## src/lsi_pkg.sv

```systemverilog
package lsi_pkg;
	localparam logic [3:0] LSI_CFG_ADDR     = 4'h6;
	localparam logic [7:0] LSI_CFG_RESET    = 8'h00;
	localparam int         LSI_MODE_MSB     = 5;
	localparam int         LSI_MODE_LSB     = 4;
	localparam int         LSI_PERS_MSB     = 3;
	localparam int         LSI_PERS_LSB     = 0;
	localparam logic [1:0] LSI_RSV_READ     = 2'h0;
	localparam logic [1:0] LSI_MODE_OFF     = 2'h0;
	localparam logic [1:0] LSI_MODE_LEVEL   = 2'h1;
	localparam logic [3:0] LSI_PERS_EVERY   = 4'h0;
	localparam logic [3:0] LSI_PERS_ONE     = 4'h1;
	localparam logic [3:0] LSI_CNT_ZERO     = 4'h0;
	localparam logic [3:0] LSI_CNT_MAX      = 4'hF;
	localparam logic [4:0] LSI_CNT_STEP     = 5'h01;
	localparam logic [7:0] LSI_RDATA_RESET  = 8'h00;
endpackage

```

## src/lsi_cmp_if.sv

```systemverilog
`timescale 1ns/1ps
interface lsi_cmp_if;
	logic [15:0] ch0_result;
	logic [15:0] low_thresh;
	logic [15:0] high_thresh;
	logic        out_of_window;

	modport cmp
	(
		input  ch0_result,
		input  low_thresh,
		input  high_thresh,
		output out_of_window
	);
	modport user
	(
		output ch0_result,
		output low_thresh,
		output high_thresh,
		input  out_of_window
	);
endinterface

```

## src/lsi_int_ctrl.sv

```systemverilog
`timescale 1ns/1ps
module lsi_int_ctrl
	import lsi_pkg::*;
(
	// Clock and reset
	input  wire logic        core_clk,
	input  wire logic        rst_n,
	// Register access from the serial host engine
	input  wire logic        reg_wr_en,
	input  wire logic        reg_rd_en,
	input  wire logic [3:0]  reg_addr,
	input  wire logic [7:0]  reg_wr_data,
	output logic      [7:0]  reg_rd_data,
	// Clear strobe from the command register decode
	input  wire logic        int_clear,
	// Conversion results and thresholds
	input  wire logic        conv_done,
	input  wire logic [15:0] ch0_result,
	input  wire logic [15:0] low_thresh,
	input  wire logic [15:0] high_thresh,
	// Interrupt pin
	output logic             int_n
);
	logic [5:0] cfg_reg;
	logic [5:0] cfg_next;
	logic [7:0] rd_data_reg;
	logic [7:0] rd_data_next;
	logic [3:0] run_cnt_reg;
	logic [3:0] run_cnt_next;
	logic       pend_reg;
	logic       pend_next;
	logic [1:0] mode;
	logic [3:0] persist;
	logic       out_win;
	logic       fire;
	logic [4:0] run_inc;

	lsi_cmp_if cmp_bus ();

	// Channel 1 never reaches the comparator
	assign cmp_bus.ch0_result  = ch0_result;
	assign cmp_bus.low_thresh  = low_thresh;
	assign cmp_bus.high_thresh = high_thresh;
	assign out_win             = cmp_bus.out_of_window;

	lsi_window_cmp u_cmp
	(
		.cmp (cmp_bus.cmp)
	);

	assign mode    = cfg_reg[LSI_MODE_MSB:LSI_MODE_LSB];
	assign persist = cfg_reg[LSI_PERS_MSB:LSI_PERS_LSB];
	assign run_inc = {1'b0, run_cnt_reg} + LSI_CNT_STEP;

	// Configuration register; bits 7:6 are not stored, so they read zero
	always_comb
	begin
		cfg_next = cfg_reg;
		if (reg_wr_en && (reg_addr == LSI_CFG_ADDR))
		begin
			cfg_next = reg_wr_data[LSI_MODE_MSB:LSI_PERS_LSB];
		end
	end

	always_comb
	begin
		rd_data_next = rd_data_reg;
		if (reg_rd_en)
		begin
			rd_data_next = (reg_addr == LSI_CFG_ADDR) ? {LSI_RSV_READ, cfg_reg} : LSI_RDATA_RESET;
		end
	end

	always_ff @(posedge core_clk or negedge rst_n)
	begin
		if (!rst_n)
		begin
			cfg_reg     <= LSI_CFG_RESET[LSI_MODE_MSB:LSI_PERS_LSB];
			rd_data_reg <= LSI_RDATA_RESET;
		end
		else
		begin
			cfg_reg     <= cfg_next;
			rd_data_reg <= rd_data_next;
		end
	end

	// Run counter saturates so long runs never wrap below the limit
	always_comb
	begin
		run_cnt_next = run_cnt_reg;
		if (conv_done)
		begin
			if (!out_win)
			begin
				run_cnt_next = LSI_CNT_ZERO;
			end
			else if (run_cnt_reg != LSI_CNT_MAX)
			begin
				run_cnt_next = run_inc[3:0];
			end
		end
	end

	// Firing decision per persistence setting
	always_comb
	begin
		fire = 1'b0;
		if (conv_done && (mode == LSI_MODE_LEVEL))
		begin
			if (persist == LSI_PERS_EVERY)
			begin
				fire = 1'b1;
			end
			else if (persist == LSI_PERS_ONE)
			begin
				fire = out_win;
			end
			else
			begin
				fire = out_win && (run_inc >= {1'b0, persist});
			end
		end
	end

	// A new event beats a clear in the same cycle; unused modes keep the pin idle
	always_comb
	begin
		pend_next = pend_reg;
		if (mode != LSI_MODE_LEVEL)
		begin
			pend_next = 1'b0;
		end
		else if (fire)
		begin
			pend_next = 1'b1;
		end
		else if (int_clear)
		begin
			pend_next = 1'b0;
		end
	end

	always_ff @(posedge core_clk or negedge rst_n)
	begin
		if (!rst_n)
		begin
			run_cnt_reg <= LSI_CNT_ZERO;
			pend_reg    <= 1'b0;
			int_n       <= 1'b1;
		end
		else
		begin
			run_cnt_reg <= run_cnt_next;
			pend_reg    <= pend_next;
			int_n       <= ~pend_next;
		end
	end

	assign reg_rd_data = rd_data_reg;
endmodule

```

## src/lsi_window_cmp.sv

```systemverilog
`timescale 1ns/1ps
module lsi_window_cmp
	import lsi_pkg::*;
(
	// Comparison operands and verdict
	lsi_cmp_if.cmp cmp
);
	// Equality with the low bound counts as outside
	always_comb
	begin
		cmp.out_of_window = (cmp.ch0_result <= cmp.low_thresh) || (cmp.ch0_result > cmp.high_thresh);
	end
endmodule

```

## config.mk

```make
export PLATFORM = sky130hd
export DESIGN_NAME = lsi_int_ctrl
export DESIGN_NICKNAME = d
export VERILOG_FILES = /design/src/lsi_pkg.sv /design/src/lsi_cmp_if.sv /design/src/lsi_int_ctrl.sv /design/src/lsi_window_cmp.sv
export SDC_FILE = /design/constraint.sdc
export NUM_CORES = 1
export LEC_CHECK = 0
export ABC_AREA = 0
export BUFFER_PORTS_ARGS = -buffer_cell sky130_fd_sc_hd__buf_2
export CAP_MARGIN = 20
export CORE_MARGIN = 10
export CORE_UTILIZATION = 31
export CTS_CLUSTER_SIZE = 24
export DETAILED_ROUTE_END_ITERATION = 12
export PLACE_DENSITY = 0.57
export SETUP_SLACK_MARGIN = 0.2
export SLEW_MARGIN = 20
export SYNTH_ARGS = -nofsm -noshare
export SYNTH_HDL_FRONTEND = slang
export SYNTH_SLANG_ARGS = --single-unit
export TNS_END_PERCENT = 100
```

## constraint.sdc

```tcl
create_clock -name core_clk -period 3.5 [get_ports core_clk]
set_input_delay 0.175 -clock core_clk [delete_from_list [all_inputs] [get_ports core_clk]]
set_output_delay 0.175 -clock core_clk [all_outputs]
set_load 0.02 [all_outputs]
```

==> impl_metrics.yaml <==
global_route:
  globalRouteOverflowTotal: 0
  grt_pass1_wl_mm: 7.41
  grt_pass1_vias: 1692
  track_usage: 0.0972
  antenna_found_initial: 0
  grt_max_degree: 19
floorplanning:
  die-height_microns: 95.7
  core.rowCount: 27
  die_area_sq_mm: 0.00915
  ios: 75
  start_util: 0.320
  coreArea_sq_mm: 0.00554
  dieWidth_microns: 95.7
synthesis:
  synth-edff-count: 0
  avgSynthCellArea_sq_um: 8.49
  synth_ff_type: "dfrtp_1"
  ys_ff_latch: 18
  synthCells: 209
  async_flop_share: 1.00
  syn_area_sq_mm: 0.00177
  seq_area_frac_synth: 0.255
  synthDistinctLibCells: 39
  yosysWarnings: 0
pwr:
  p_per_area_mw_per_mm2: 353
  intPower_uw: 522
  clkPwrFrac: 0.210
  p_leak_nw: 1.25
  switching_power_uw: 277
  ir_worst_vdd_mv: 0.152
  combPwrFrac: 0.412
  seqPwrFrac: 0.378
  p_total_uw: 799
  swShare: 0.346
placed_design:
  place_hpwl_mm: 3.83
  gp_congestion: 0.754
  dpl_worst_slack_ps: 1470
  numPortBuffers: 70
  placedCellCount: 349
setup_path:
  crit_required_ps: 3670
  regToRegStartpoint: "run_cnt_reg[0]"
  crit_end: "int_n"
  worstSetupStartpointType: "flop"
  arrival_ps: 2150
  critPathKind: "reg2reg"
  reg2regPathDepth: 7
  worstReg2RegEnd: "int_n"
  r2r_setup_slack_ps: 1530
  startpoint: "run_cnt_reg[0]"
  crit_fanout: 6
  end_kind: "flop"
layout:
  fill_cells: 578
  finalNetCount: 386
  diodes: 0
  final_cells: 354
  drive_gt1_frac: 0.312
  layout-area-overhead-vs-synth_pct: 27.6
clock_network:
  cts_tree: "yes"
  cts.sinks: 18
  ctsLongestPathBuffers: 2
  clk_pin_slew_ps: 70
  cts_resized: 0
  cts_buffers: 3
  htree_levels: 1
  root_buffer: "clkbuf_8"
  clk_latency_ps: 250
timing:
  rsz0062_at_grt: "false"
  setup_violations: 0
  max_clock_freq_mhz: 506
  setup-tns-final_ps: 0
  finClkSkew_ps: 3.95
  setup_slack_ps: 1530
  slew_violations: 0
  period_minus_slack_ps: 1970
  finalHoldViolCount: 0
  final.period_utilization: 0.564
drt:
  wl_per_cell_microns: 12.0
  drc: 0
  ant_nets: 0
  drt-vias-per-instance: 4.54
  wirelength_mm: 4.24
  dr.first_iter.drc_count: 39
  dr.pass1.iters: 4
  vias: 1606
flow_run:
  drv_cap: 0
hold_path:
  hp-start: "reg_wr_data[4]"
  hp-class: "in2reg"
run_status:
  outcome: "completed"
==> critical path, cell delays in order, from the launching register on <==
cell	delay [ps]
dfrtp_1	440
ha_1	280
xor2_1	160
ha_1	270
nor2b_1	110
o21ai_0	70
a31o_2	220
a221o_1	360
==> cell usage after synthesis (2+ instances only) <==
library cell | n | area (sq um)
a221oi_1 | 2 | 17.5
o21ai_0 | 13 | 65.1
nand2b_1 | 5 | 31.3
inv_1 | 44 | 165
ha_1 | 37 | 463
dfrtp_1 | 17 | 425
a21o_1 | 2 | 15.0
buf_4 | 2 | 15.0
nor2_1 | 3 | 11.3
mux2_2 | 6 | 67.6
nor2b_1 | 2 | 12.5
nor3_1 | 5 | 25.0
nand2_1 | 19 | 71.3
and2_1 | 2 | 12.5
nand4_1 | 6 | 37.5
nand3_1 | 6 | 30.0
a221o_1 | 2 | 20.0
a21oi_1 | 15 | 75.1
==> how the worst min path moves through the flow <==
| stage | slack, ps | to | cells past startpoint |
|---|---|---|---|
| 2_1_floorplan | -120 | cfg_reg[0] | 0 |
| 3_3_place_gp | 130 | pend_reg | 1 |
| 3_5_place_dp | 130 | pend_reg | 1 |
| 4_1_cts | 150 | cfg_reg[4] | 2 |
| 5_1_grt | 150 | cfg_reg[1] | 2 |
| 6_report | 160 | cfg_reg[4] | 2 |
==> power groups by stage <==
stage	combinational [mW]	clock, mW	sequential (mW)
global route	0.398	0.186	0.310
finish	0.329	0.168	0.302
global placement	0.324	0	0.304
floorplan	0.237	0	0.299
detailed placement	0.332	0	0.305
CTS	0.335	0.173	0.302
==> cell usage in the layout (no fill, tap or decap), types with 6 or more instances in the layout <==
master,Yosys,routed
inv_1,44,44
a21oi_1,15,15
o21ai_0,13,13
nand4_1,6,6
ha_1,37,37
dfrtp_1,17,17
buf_2,0,70
nand3_1,6,6
nand2_1,19,19
mux2_2,6,6
==> per-stage QoR <==
stage               utilization  hold slack [ps]  instance area, sq um
floorplan                     -             -121                  1780
global placement          0.397              134                  2200
detailed placement        0.397              130                  2200
CTS                       0.409              151                  2260
global route              0.409              150                  2260
finish                    0.409              155                  2260
==> final cells by class <==
type / instances / area (sq um) / share of cell area
multi-input cells: 145 / 1140 / 0.504
flip-flops and latches: 18 / 452 / 0.199
repair buffers: 71 / 360 / 0.159
inverters: 44 / 165 / 0.0729
well taps: 72 / 90.1 / 0.0398
clock buffers: 4 / 55.1 / 0.0243
==> cell families (layout without fill, tap and decap cells) <==
| group | Yosys count | in the layout | synth area share |
|---|---|---|---|
| compound gates | 46 | 46 | 0.176 |
| xor+xnor | 2 | 2 | 0.00987 |
| fa+ha+maj | 37 | 37 | 0.261 |
| buf+inv | 47 | 119 | 0.104 |
| flops | 18 | 18 | 0.255 |
| mux | 6 | 6 | 0.0381 |
| other cells | 1 | 2 | 0.00211 |
| simple gates | 52 | 52 | 0.155 |
==> metal layers <==
metal  track usage  vias up  routed length (microns)
li1              -      869                        -
met1         0.118      693                     1820
met2         0.160       42                     1990
met3        0.0353        2                      400
met4        0.0221        0                       25
met5             0        -                        0
==> what timing repair did <==
| action | in CTS | in global routing |
|---|---|---|
| endpoints found under the hold margin | 17 | 0 |
| setup buffers | 0 | 0 |
| hold buffers | 1 | 0 |
(Power assumes the default switching activity.)
